### config.mk
export PLATFORM = sky130hd
export DESIGN_NAME = trigger_delay_average_sequencer
export DESIGN_NICKNAME = d
export VERILOG_FILES = /design/src/hdl/seq_pkg.sv /design/src/hdl/trigger_delay_average_sequencer.sv
export SDC_FILE = /design/constraint.sdc
export NUM_CORES = 2
export LEC_CHECK = 0
export ABC_CLOCK_PERIOD_IN_PS = 87900
export BUFFER_PORTS_ARGS = -buffer_cell sky130_fd_sc_hd__buf_2
export CAP_MARGIN = 5
export CORE_UTILIZATION = 58
export DETAILED_ROUTE_END_ITERATION = 8
export GPL_ROUTABILITY_DRIVEN = 1
export PLACE_DENSITY_LB_ADDON = 0.12
export SYNTH_ARGS = -nofsm -noshare
export SYNTH_HDL_FRONTEND = slang
export SYNTH_SLANG_ARGS = --single-unit
### constraint.sdc
create_clock -name ref_clk -period 87.9 [get_ports ref_clk]
set_input_delay 4.395 -clock ref_clk [delete_from_list [all_inputs] [get_ports ref_clk]]
set_output_delay 4.395 -clock ref_clk [all_outputs]
set_load 0.01 [all_outputs]
### src/hdl/seq_pkg.sv
// constants, register map and carrier types of the measurement sequencer
// assumes a 100 MHz ref_clk and an AXI4-Lite master with 32-bit data
package seq_pkg;
	localparam int unsigned CLK_HZ        = 100_000_000;
	localparam int unsigned MS_PER_S      = 1000;
	localparam int unsigned CYC_PER_MS    = CLK_HZ / MS_PER_S;
	localparam int unsigned MS_COUNT_W    = 17;
	localparam int unsigned DEBOUNCE_MS   = 10;
	localparam int unsigned MDLY_MAX_MS   = 100_000;
	localparam int unsigned MDLY_FINE_MS  = 100;
	localparam int unsigned TDLY_MAX_MS   = 1000;
	localparam int unsigned AVG_MIN       = 2;
	localparam int unsigned AVG_MAX       = 100;
	localparam int unsigned SAMPLE_W      = 24;
	// register byte addresses
	localparam logic [7:0] ADDR_CTRL  = 8'h00;
	localparam logic [7:0] ADDR_MDLY  = 8'h04;
	localparam logic [7:0] ADDR_TDLY  = 8'h08;
	localparam logic [7:0] ADDR_STAT  = 8'h0C;
	localparam logic [7:0] ADDR_RESULT = 8'h10;
	// control fields
	localparam int unsigned CTRL_AVG_EN   = 0;
	localparam int unsigned CTRL_MDLY_EN  = 1;
	localparam int unsigned CTRL_TDLY_EN  = 2;
	localparam int unsigned CTRL_FALLING  = 3;
	localparam int unsigned CTRL_CNT_LSB  = 8;
	localparam logic [31:0] CTRL_RESET    = 32'h0000_0200;
	localparam logic [1:0] RESP_OKAY   = 2'b00;
	localparam logic [1:0] RESP_SLVERR = 2'b10;

	typedef struct packed {
		logic        avg_en;
		logic        mdly_en;
		logic        tdly_en;
		logic        falling;
		logic [6:0]  avg_count;
		logic [16:0] mdly_ms;
		logic [9:0]  tdly_ms;
	} cfg_t;

	typedef struct packed {
		logic                valid;
		logic [SAMPLE_W-1:0] value;
	} sample_t;
endpackage

### src/hdl/trigger_delay_average_sequencer.sv
// trigger conditioning, measure/trigger delays and moving average
// assumes trig_in synchronous to ref_clk; samples arrive from the core
`timescale 1ns/1ps
`default_nettype none
module trigger_delay_average_sequencer
	import seq_pkg::*;
#(
	parameter int unsigned DEBOUNCE_CYC = DEBOUNCE_MS * CYC_PER_MS,
	parameter int unsigned MS_CYC       = CYC_PER_MS
)
(
	input  wire logic        ref_clk,
	input  wire logic        resetn,
	input  wire logic [7:0]  s_axi_awaddr,
	input  wire logic        s_axi_awvalid,
	output var  logic        s_axi_awready,
	input  wire logic [31:0] s_axi_wdata,
	input  wire logic [3:0]  s_axi_wstrb,
	input  wire logic        s_axi_wvalid,
	output var  logic        s_axi_wready,
	output var  logic [1:0]  s_axi_bresp,
	output var  logic        s_axi_bvalid,
	input  wire logic        s_axi_bready,
	input  wire logic [7:0]  s_axi_araddr,
	input  wire logic        s_axi_arvalid,
	output var  logic        s_axi_arready,
	output var  logic [31:0] s_axi_rdata,
	output var  logic [1:0]  s_axi_rresp,
	output var  logic        s_axi_rvalid,
	input  wire logic        s_axi_rready,
	input  wire logic        trig_in,
	input  wire sample_t     sample_in,
	output var  logic        meas_start,
	output var  sample_t     result_out
);
	// refuse timing the counters cannot hold; the coarse measure delay
	// multiplies MS_CYC by the 0.1 s step inside a 32-bit counter
	if (DEBOUNCE_CYC < 1 || MS_CYC < 1 ||
		64'(MS_CYC) * 64'(MDLY_FINE_MS) > 64'hFFFF_FFFF)
		$error("timing parameters out of range for the cycle counters");

	////////////////////////////////////////////////////////////////////
	// register file
	cfg_t        cfg;
	logic        aw_held;
	logic        w_held;
	logic [7:0]  aw_addr;
	logic [31:0] w_data;
	logic [3:0]  w_strb;
	logic        avg_restart;
	logic [31:0] ctrl_word;
	logic [31:0] mdly_word;
	logic [31:0] tdly_word;
	logic [31:0] wr_word;
	logic        next_aw_held;
	logic        next_w_held;
	logic        next_bvalid;
	logic        next_rvalid;

	assign ctrl_word = {17'h0_0000, cfg.avg_count, 4'h0, cfg.falling,
		cfg.tdly_en, cfg.mdly_en, cfg.avg_en};
	assign mdly_word = {15'h0000, cfg.mdly_ms};
	assign tdly_word = {22'h00_0000, cfg.tdly_ms};

	// capture address and data in either order, answer once both are in
	always_ff @(posedge ref_clk or negedge resetn)
	begin
		if (!resetn)
		begin
			aw_held <= 1'b0;
			w_held  <= 1'b0;
			aw_addr <= 8'h00;
			w_data  <= 32'h0000_0000;
			w_strb  <= 4'h0;
		end
		else
		begin
			if (s_axi_awvalid && s_axi_awready)
			begin
				aw_held <= 1'b1;
				aw_addr <= s_axi_awaddr;
			end
			if (s_axi_wvalid && s_axi_wready)
			begin
				w_held <= 1'b1;
				w_data <= s_axi_wdata;
				w_strb <= s_axi_wstrb;
			end
			if (aw_held && w_held && !s_axi_bvalid)
			begin
				aw_held <= 1'b0;
				w_held  <= 1'b0;
			end
		end
	end

	// ready flags are registered from the next held/answer state, so the
	// outputs come from flops yet still match the state of each cycle
	assign next_aw_held = (aw_held && !(w_held && !s_axi_bvalid))
		|| (s_axi_awvalid && s_axi_awready);
	assign next_w_held  = (w_held && !(aw_held && !s_axi_bvalid))
		|| (s_axi_wvalid && s_axi_wready);
	assign next_bvalid  = (aw_held && w_held && !s_axi_bvalid)
		|| (s_axi_bvalid && !s_axi_bready);

	always_ff @(posedge ref_clk or negedge resetn)
	begin
		if (!resetn)
		begin
			s_axi_awready <= 1'b0;
			s_axi_wready  <= 1'b0;
		end
		else
		begin
			s_axi_awready <= !next_aw_held && !next_bvalid;
			s_axi_wready  <= !next_w_held && !next_bvalid;
		end
	end

	// merge byte lanes over the current value of the target register
	function automatic logic [31:0] merge(input logic [31:0] old_v,
		input logic [31:0] new_v, input logic [3:0] strb);
		logic [31:0] r;
		r = old_v;
		for (int i = 0; i < 4; i++)
			if (strb[i])
				r[i*8 +: 8] = new_v[i*8 +: 8];
		return r;
	endfunction

	always_comb
	begin
		case (aw_addr)
			ADDR_CTRL: wr_word = merge(ctrl_word, w_data, w_strb);
			ADDR_MDLY: wr_word = merge(mdly_word, w_data, w_strb);
			ADDR_TDLY: wr_word = merge(tdly_word, w_data, w_strb);
			default:   wr_word = 32'h0000_0000;
		endcase
	end

	// out-of-range settings are clamped, save MDLY bits above 16 and CTRL bits above 14, which are
	// dropped; the block never runs outside its documented span
	always_ff @(posedge ref_clk or negedge resetn)
	begin
		if (!resetn)
		begin
			cfg.avg_en    <= CTRL_RESET[CTRL_AVG_EN];
			cfg.mdly_en   <= CTRL_RESET[CTRL_MDLY_EN];
			cfg.tdly_en   <= CTRL_RESET[CTRL_TDLY_EN];
			cfg.falling   <= CTRL_RESET[CTRL_FALLING];
			cfg.avg_count <= CTRL_RESET[CTRL_CNT_LSB +: 7];
			cfg.mdly_ms   <= 17'h0_0000;
			cfg.tdly_ms   <= 10'h000;
			s_axi_bvalid  <= 1'b0;
			s_axi_bresp   <= RESP_OKAY;
			avg_restart   <= 1'b0;
		end
		else
		begin
			avg_restart <= 1'b0;
			if (aw_held && w_held && !s_axi_bvalid)
			begin
				s_axi_bvalid <= 1'b1;
				s_axi_bresp  <= RESP_OKAY;
				case (aw_addr)
					ADDR_CTRL:
					begin
						cfg.avg_en  <= wr_word[CTRL_AVG_EN];
						cfg.mdly_en <= wr_word[CTRL_MDLY_EN];
						cfg.tdly_en <= wr_word[CTRL_TDLY_EN];
						cfg.falling <= wr_word[CTRL_FALLING];
						if (wr_word[CTRL_CNT_LSB +: 7] < 7'(AVG_MIN))
							cfg.avg_count <= 7'(AVG_MIN);
						else if (wr_word[CTRL_CNT_LSB +: 7] > 7'(AVG_MAX))
							cfg.avg_count <= 7'(AVG_MAX);
						else
							cfg.avg_count <= wr_word[CTRL_CNT_LSB +: 7];
						avg_restart <= 1'b1;
					end
					ADDR_MDLY:
						if (wr_word[16:0] > 17'(MDLY_MAX_MS))
							cfg.mdly_ms <= 17'(MDLY_MAX_MS);
						else
							cfg.mdly_ms <= wr_word[16:0];
					ADDR_TDLY:
						if (wr_word[9:0] > 10'(TDLY_MAX_MS) ||
							wr_word[31:10] != 22'h00_0000)
							cfg.tdly_ms <= 10'(TDLY_MAX_MS);
						else
							cfg.tdly_ms <= wr_word[9:0];
					default:
						s_axi_bresp <= RESP_SLVERR;
				endcase
			end
			else if (s_axi_bvalid && s_axi_bready)
				s_axi_bvalid <= 1'b0;
		end
	end

	////////////////////////////////////////////////////////////////////
	// read channel: one read at a time, data latched with the address
	assign next_rvalid = (s_axi_arvalid && s_axi_arready)
		|| (s_axi_rvalid && !s_axi_rready);

	// reserved and unmapped offsets answer with an error and zero data
	always_ff @(posedge ref_clk or negedge resetn)
	begin
		if (!resetn)
		begin
			s_axi_arready <= 1'b0;
			s_axi_rvalid  <= 1'b0;
			s_axi_rdata   <= 32'h0000_0000;
			s_axi_rresp   <= RESP_OKAY;
		end
		else
		begin
			s_axi_rvalid  <= next_rvalid;
			s_axi_arready <= !next_rvalid;
			if (s_axi_arvalid && s_axi_arready)
			begin
				s_axi_rresp <= RESP_OKAY;
				case (s_axi_araddr)
					ADDR_CTRL: s_axi_rdata <= ctrl_word;
					ADDR_MDLY: s_axi_rdata <= mdly_word;
					ADDR_TDLY: s_axi_rdata <= tdly_word;
					default:
					begin
						s_axi_rdata <= 32'h0000_0000;
						s_axi_rresp <= RESP_SLVERR;
					end
				endcase
			end
		end
	end

	////////////////////////////////////////////////////////////////////
	// trigger path
	typedef enum {T_IDLE, T_WINDOW, T_DELAY} trig_state_t;
	trig_state_t   tstate;
	logic          trig_prev;
	logic [31:0]   cyc_cnt;
	logic [16:0]   ms_left;
	logic          trig_fire;
	logic          edge_seen;

	// the active edge, found from the raw input against its copy registered one cycle earlier
	assign edge_seen = cfg.falling ? (trig_prev && !trig_in)
		: (!trig_prev && trig_in);

	// any change of level inside the window drops back to T_IDLE, so a bouncing
	// contact is never taken as a trigger
	always_ff @(posedge ref_clk or negedge resetn)
	begin
		if (!resetn)
		begin
			tstate    <= T_IDLE;
			trig_prev <= 1'b0;
			cyc_cnt   <= 32'h0000_0000;
			ms_left   <= 17'h0_0000;
			trig_fire <= 1'b0;
		end
		else
		begin
			trig_prev <= trig_in;
			trig_fire <= 1'b0;
			case (tstate)
				T_IDLE:
					if (edge_seen)
					begin
						tstate  <= T_WINDOW;
						cyc_cnt <= 32'h0000_0000;
					end
				T_WINDOW:
					if (trig_prev != trig_in)
						tstate <= T_IDLE;
					else if (cyc_cnt == DEBOUNCE_CYC - 1)
					begin
						cyc_cnt <= 32'h0000_0000;
						if (cfg.tdly_en && cfg.tdly_ms != 10'h000)
						begin
							tstate  <= T_DELAY;
							ms_left <= {7'h00, cfg.tdly_ms};
						end
						else
						begin
							tstate    <= T_IDLE;
							trig_fire <= 1'b1;
						end
					end
					else
						cyc_cnt <= cyc_cnt + 32'h0000_0001;
				T_DELAY:
					if (cyc_cnt == MS_CYC - 1)
					begin
						cyc_cnt <= 32'h0000_0000;
						if (ms_left == 17'h0_0001)
						begin
							tstate    <= T_IDLE;
							trig_fire <= 1'b1;
						end
						ms_left <= ms_left - 17'h0_0001;
					end
					else
						cyc_cnt <= cyc_cnt + 32'h0000_0001;
				default:
					tstate <= T_IDLE;
			endcase
		end
	end

	////////////////////////////////////////////////////////////////////
	// measure delay between trigger and measurement start
	logic          mdly_busy;
	logic [31:0]   mcyc;
	logic [16:0]   mleft;
	logic [16:0]   mstep;

	// coarse settings advance in 0.1 s steps, so the low digits drop out
	assign mstep = (cfg.mdly_ms < 17'(MDLY_FINE_MS)) ? 17'h0_0001
		: 17'(MDLY_FINE_MS);

	always_ff @(posedge ref_clk or negedge resetn)
	begin
		if (!resetn)
		begin
			mdly_busy  <= 1'b0;
			mcyc       <= 32'h0000_0000;
			mleft      <= 17'h0_0000;
			meas_start <= 1'b0;
		end
		else
		begin
			meas_start <= 1'b0;
			if (!mdly_busy)
			begin
				if (trig_fire && cfg.mdly_en
					&& cfg.mdly_ms >= mstep)
				begin
					mdly_busy <= 1'b1;
					mcyc      <= 32'h0000_0000;
					mleft     <= cfg.mdly_ms / mstep;
				end
				else if (trig_fire)
					meas_start <= 1'b1;
			end
			else if (mcyc == MS_CYC * 32'(mstep) - 1)
			begin
				mcyc <= 32'h0000_0000;
				mleft <= mleft - 17'h0_0001;
				if (mleft == 17'h0_0001)
				begin
					mdly_busy  <= 1'b0;
					meas_start <= 1'b1;
				end
			end
			else
				mcyc <= mcyc + 32'h0000_0001;
		end
	end

	////////////////////////////////////////////////////////////////////
	// moving average over the last avg_count samples
	localparam int unsigned SUM_W = SAMPLE_W + 7;
	logic [SAMPLE_W-1:0] hist [AVG_MAX];
	logic [6:0]          wptr;
	logic [6:0]          fill;
	logic [SUM_W-1:0]    sum;
	logic [SUM_W-1:0]    next_sum;
	logic [SAMPLE_W-1:0] oldest;

	// ring of the last avg_count samples; a running sum avoids re-adding
	assign oldest   = hist[wptr];
	assign next_sum = sum + SUM_W'(sample_in.value)
		- ((fill == cfg.avg_count) ? SUM_W'(oldest) : SUM_W'(0));

	always_ff @(posedge ref_clk)
	begin
		if (sample_in.valid)
			hist[wptr] <= sample_in.value;
	end

	always_ff @(posedge ref_clk or negedge resetn)
	begin
		if (!resetn)
		begin
			wptr       <= 7'h00;
			fill       <= 7'h00;
			sum        <= '0;
			result_out <= '0;
		end
		else if (avg_restart || !cfg.avg_en)
		begin
			wptr       <= 7'h00;
			fill       <= 7'h00;
			sum        <= '0;
			// a sample meeting a restart passes raw, never lost
			result_out.valid <= sample_in.valid;
			result_out.value <= sample_in.value;
		end
		else
		begin
			result_out.valid <= sample_in.valid;
			if (sample_in.valid)
			begin
				sum  <= next_sum;
				wptr <= (wptr == cfg.avg_count - 7'h01) ? 7'h00
					: wptr + 7'h01;
				if (fill != cfg.avg_count)
					fill <= fill + 7'h01;
				// until the ring fills, the mean covers what has arrived
				result_out.value <= SAMPLE_W'(next_sum /
					((fill == cfg.avg_count) ? SUM_W'(fill)
					: SUM_W'(fill + 7'h01)));
			end
		end
	end
endmodule
`default_nettype wire

# Word level (Yosys, flattened, before mapping)
# Memory sizes are Yosys's and may differ from the RTL's.
# Index checks and enable logic that the tools add are counted.
# Widths: inputs -> output; s select.
word_totals:
  regBits: 330
  ram_bits: 2400
  memories: 1
  output_inout_bits: 67
  elab_cells: 218
op_classes:
  mul: 1
  n_addsub: 11
  n_reduce_logical: 60
  div_mod_pow: 2
  order_cmp: 6
  n_mux: 79
  eq_ne: 23
mem_list:
  columns: ["memory", "depth", "word_bits", "rd", "rd_clocked_by_memory_dff", "write_ports", "line_no", "rtl"]
  rows:
  - ["hist", 100, 24, 1, 0, 1, "trigger_delay_average_sequencer.sv:364", "logic [SAMPLE_W-1:0] hist [AVG_MAX];"]
ops:
  columns: ["operator", "count"]
  rows:
  - ["$mux 32", 12]
  - ["$pmux 32 s3", 3]
  - ["$mux 17", 8]
  - ["$mux 8", 10]
  - ["$mux 24", 3]
  - ["$add 32x1->32 const B", 2]
  - ["$mux 7", 9]
  - ["$mux 31", 2]
  - ["$pmux 17 s3", 1]
  - ["$eq 17x1->1 const B", 2]
  - ["$pmux 17 s2", 1]
  - ["$sub 17x1->17 const B", 2]
  - ["$eq 32x1->1 const B", 1]
  - ["$eq 32x17->1 const B", 1]
  - ["$eq 32x2->1 const B", 1]
  - ["$eq 32x20->1 const B", 1]
  - ["$eq 32x32->1", 1]
  - ["$logic_not 32->1", 1]
  - ["$add 31x24->31", 1]
  - ["$div 31x31->31", 1]
  - ["$sub 31x24->31", 1]
  - ["$mux 1", 25]
  - ["$sub 24x1->25 const B", 1]
  - ["$reduce_bool 22->1", 1]
  - ["34 further kinds", 91]

# Longest topological paths before layout
depth:
  ltp_word: 7
  ltp_mapped: 453

# Least setup slack after synthesis
# Ideal clock, no wire load.
synth_path:
  kind: "input -> register"
  startpoint: "input port sample_in[23] in the netlist's numbering"
  endpoint: "register result_out[0] in the netlist's numbering"
  setup_slack_ps: 5331
  t_required_ps: 87768
  setup_ps: 132
  stages: 421
  t_arrival_ps: 82437
  path_cell_list: "inv_1 > fa_1 > inv_1 > ha_1 > buf_2 > nand4_1 > or3_1 > or4_1 > o221a_2 > a22oi_2 > inv_1 > ha_1 > a22oi_1 > ha_1 > nor4b_1 > nor2_1 > nand4_1 > o21a_2 > [385 not listed] > buf_4 > buf_6 > nor2_1 > a21oi_1 > ha_1 > nor2b_1 > o21a_1 > o21a_1 > o21ai_0 > nand2b_1 > a21oi_1 > nor2b_1 > o21ai_0 > nand4_1 > a211o_1 > nor4_1 > o2111a_1 > a31oi_1"
synth_between:
  elab_chain_len: 5
synth_lines:
  columns: ["element", "line_no", "rtl"]
  rows:
  - ["start, declared", "trigger_delay_average_sequencer.sv:32", "input wire sample_t sample_in,"]
  - ["$add 31x24->31", "trigger_delay_average_sequencer.sv:373", "assign next_sum = sum + SUM_W'(sample_in.value)"]
  - ["$sub 31x24->31", "trigger_delay_average_sequencer.sv:374", "- ((fill == cfg.avg_count) ? SUM_W'(oldest) : SUM_W'(0));"]
  - ["$div 31x31->31", "trigger_delay_average_sequencer.sv:411", "result_out.value <= SAMPLE_W'(next_sum /"]
  - ["$mux 24", "trigger_delay_average_sequencer.sv:403", "if (sample_in.valid)"]
  - ["$mux 24", "trigger_delay_average_sequencer.sv:391", "else if (avg_restart || !cfg.avg_en)"]
  - ["end, declared", "trigger_delay_average_sequencer.sv:34", "output var sample_t result_out"]
# Every way passes these cells. The select of a mux whose other input is x is not followed.
# A chain may end at the register's enable or synchronous reset.

# Final worst setup path
layout_path:
  startpoint: "register wptr[4]"
  endpoint: "register result_out[0] in the netlist's numbering"
layout_between:
  elab_chain_len: 6
layout_lines:
  columns: ["element", "line_no", "rtl"]
  rows:
  - ["start, declared", "trigger_delay_average_sequencer.sv:365", "logic [6:0] wptr;"]
  - ["start signal, assigned", "trigger_delay_average_sequencer.sv:406", "wptr <= (wptr == cfg.avg_count - 7'h01) ? 7'h00"]
  - ["$mem_v2 100x24", null, null]
  - ["$mux 24", "trigger_delay_average_sequencer.sv:374", null]
  - ["$sub 31x24->31", "trigger_delay_average_sequencer.sv:374", null]
  - ["$div 31x31->31", "trigger_delay_average_sequencer.sv:411", null]
  - ["$mux 24", "trigger_delay_average_sequencer.sv:403", null]
  - ["$mux 24", "trigger_delay_average_sequencer.sv:391", null]
# Every way passes these cells. The select of a mux whose other input is x is not followed.

==> results.md <==
* Status: complete, no violations
* Fill cell count at 15630
* # IOs at 152
* Area Growth Syn to Fin at 11.76%
* FF-to-FF Start: wptr[4]
* CTS sink cnt at 2683
* Congestion Overflow GR at 0
* All-Layer GR Usage at 35.04%
* Via count at 91880
* Clk_skew at 0.1216 ns
* Post-synth ARST share at 10.55%
* Register-to-Register Setup Slack at 4.64 ns
* GP Congestion at 0.9368
* DR WL/cell at 29.96 um
* Worst skew pair latency at 0.96 ns
* H-tree depth at 5
* Initial antenna violation count at 16
* Busiest layer in global routing: met2
* CP startpoint kind: register
* Min Tclk post-route at 83.26 ns
* Starting Density at 58.39%
* DP HPWL at 246.0 mm
* CP arrival at 84.01 ns
* Syn Inst Count at 9840
* Final instance area at 141700 um2
* First-pass GRT wire length at 577.4 mm
* Core area at 217200 um2
* Post-Syn Area at 126800 um2
* R2R Path End: result_out[0]
* Top cells by count, synth: edfxtp_1, a22oi_1, nor2_1
* Largest family of logic cells by synthesized area: compound AO/OA/AOI/OAI gates
* HP Class: reg -> reg
* Worst-path clk slew at 0.06 ns
* IO Port Bufs at 134
* Crit end category: register
* Post-Synth XOR/XNOR Area at 1.972%
* Hold path start: w_held
* Post-synthesis mux area share at 2.187%
* DRT Wirelength at 395.7 mm
* Top-count cell post-synth: edfxtp_1
* Placed cell area at 132100 um2
* CP Class: reg -> reg
* Hold Path Sink: s_axi_wready
* Sequential share of the synthesized area at 62.42%
* Placed cells at 12650
* Clock Root Buffer: clkbuf_16
* Met2 Usage GRT at 55.35%
* GR Util met3 at 6.303%
* Synth Area in Compound Gates at 17.31%
* Die Y at 469.6 um
* DRC violations left at 0
* Relative slew slack at 5.400%
* Post-synth top flop: edfxtp_1
* CTS Buf Count at 290
* Synth warn at 0
* Post-synthesis simple-gate area fraction at 9.967%
* Final Hold Vio Count at 0
* Yosys reg bits at 2683
* Critical path's largest stage delay at 1.02 ns
* Met1 usage at 47.42%
* NumNets Final at 10580
* TritonRoute pass-1 iters at 6
* Max Slew Vio Count at 0
* Final count of negative-setup-slack endpoints at 0
* Max clock buf depth at 4
* Crit path top cell by count: o21a_1
* Share of cells above drive strength 1 at 13.76%
* FMAX at 12.01 MHz
* Max-Cap Viols at 0
* Fin crit share at 94.72%
* Final std cells w/o fill at 13210
* Top-area cell type share of the netlist area at 56.83%
* Vias per cell at 6.957
* Number of enable flip-flop cells after synthesis at 2400
* DRT antenna net count at 0
* Die W at 469.6 um
* CP Max Fanout at 38
* Vias in the first global route at 88180
* Worst reg-to-reg path cell count at 406
* Count of different cell masters after synthesis at 152
* Slowest CP cell: a31oi_1
* Top cell type by total area after synthesis: edfxtp_1
* Die area at 220500 um2
* Largest net degree at the start of global routing at 99
* Top post-synthesis cells by area: edfxtp_1, dfrtp_1, a22oi_1
* Post-synthesis adder-cell area fraction at 3.621%
* TritonCTS clock tree: done
* Worst Tran Pin Value at 1.415 ns
* Row Count at 171
* Drt initial violations at 12270
* Syn Area/Cell at 12.89 um2
* CP required at 88.65 ns
* Hold Path Cell Cnt at 1
## per-layer routing
layer / vias up / part of all wire [%]
met2: 5442 / 46
met3: 996 / 11
met4: 4 / 5.1
met1: 45670 / 38
met5: - / 0.0068
li1: 39770 / -
## worst max path at each step
stage	startpoint	end	slack (ns)	cells after the start
2_1_floorplan	sample_in[23]	result_out[0]	5.33	421
3_3_place_gp	sample_in[23]	result_out[0]	0.62	390
3_5_place_dp	sample_in[23]	result_out[0]	-2.04	390
4_1_cts	sample_in[23]	result_out[0]	0.04	392
5_1_grt	sample_in[23]	result_out[0]	-0.35	405
6_report	wptr[4]	result_out[0]	4.64	406
## registers in the layout (all words and copies together), names as in the netlist, 4 cells and up
register / cells
aw_addr: 8
cfg: 38
cyc_cnt: 32
fill: 7
hist: 2400
mcyc: 32
mleft: 17
ms_left: 17
result_out: 25
s_axi_rdata: 17
sum: 31
w_data: 32
w_strb: 4
wptr: 7
## cell usage in the layout (no fill, tap or decap), drive strengths merged, types with 107 or more instances in the layout
cell and n:
o21ai 418, nor3 275, nand2 572, a22oi 762, a21oi 345, a221oi 221
buf 526, a31oi 210, clkbuf 366, ha 327, xor2 111, o21a 175
nor2 663, a22o 214, o31ai 107, inv 227, edfxtp 2400, nand3 139
dfrtp 282, nand4 227, xnor2 172
## critical path, delay by kind of cell, from the launching register on
| kind | cells | cell delay (ns) |
|---|---|---|
| buffers and inverters | 23 | 3.19 |
| and+or+nand+nor | 119 | 22.51 |
| muxes | 9 | 2.27 |
| DFF | 1 | 0.78 |
| AOI/OAI and AO/OA | 222 | 43.73 |
| adders and majority gates | 33 | 10.39 |
## cells by family after synthesis
group                      count (synthesis)
DFF                                     2683
xor gates and xnor gates                 283
adders and majority gates                353
muxes                                    228
buffers and inverters                    755
AOI/OAI and AO/OA                       3038
and+or+nand+nor                         2499
other                                      1
## stage by stage
| step | setup TNS [ns] | worst slack (ns) | utilization (%) | hold slack (ns) |
|---|---|---|---|---|
| 4_1_cts | 0 | 0.03954 | 64.83 | 0.4663 |
| 3_3_place_gp | 0 | 0.6207 | 60.84 | 0.4548 |
| 5_1_grt | -0.3487 | -0.3487 | 65.26 | 0.4909 |
| 2_1_floorplan | 0 | 5.331 | - | 0.4367 |
| 3_5_place_dp | -2.037 | -2.037 | 60.84 | 0.4571 |
| 6_report | 0 | 4.643 | 65.26 | 0.4644 |
## final cells by class
| class | count | area (um2) | share of cell area (%) |
|---|---|---|---|
| diodes | 9 | 22.52 | 0.01589 |
| multi-input cells | 6421 | 45420 | 32.05 |
| inverters | 223 | 837.1 | 0.5906 |
| clock inverters | 125 | 991.0 | 0.6992 |
| flip-flops and latches | 2683 | 79160 | 55.85 |
| well taps | 2854 | 3571 | 2.520 |
| clock buffers | 366 | 7615 | 5.373 |
| repair buffers | 526 | 4113 | 2.902 |
## timing repair
item                       CTS  global route
hold endpoints to repair     0             0
resized for setup           11           122
cloned                       1             2
hold buffers                 0             0
pin swaps                    1            21
setup buffers                0            53
setup endpoints to repair    1             3
Power is left out: the tool's default activity adds up to more than one toggle a clock period on the data nets, which glitch-free logic cannot reach.
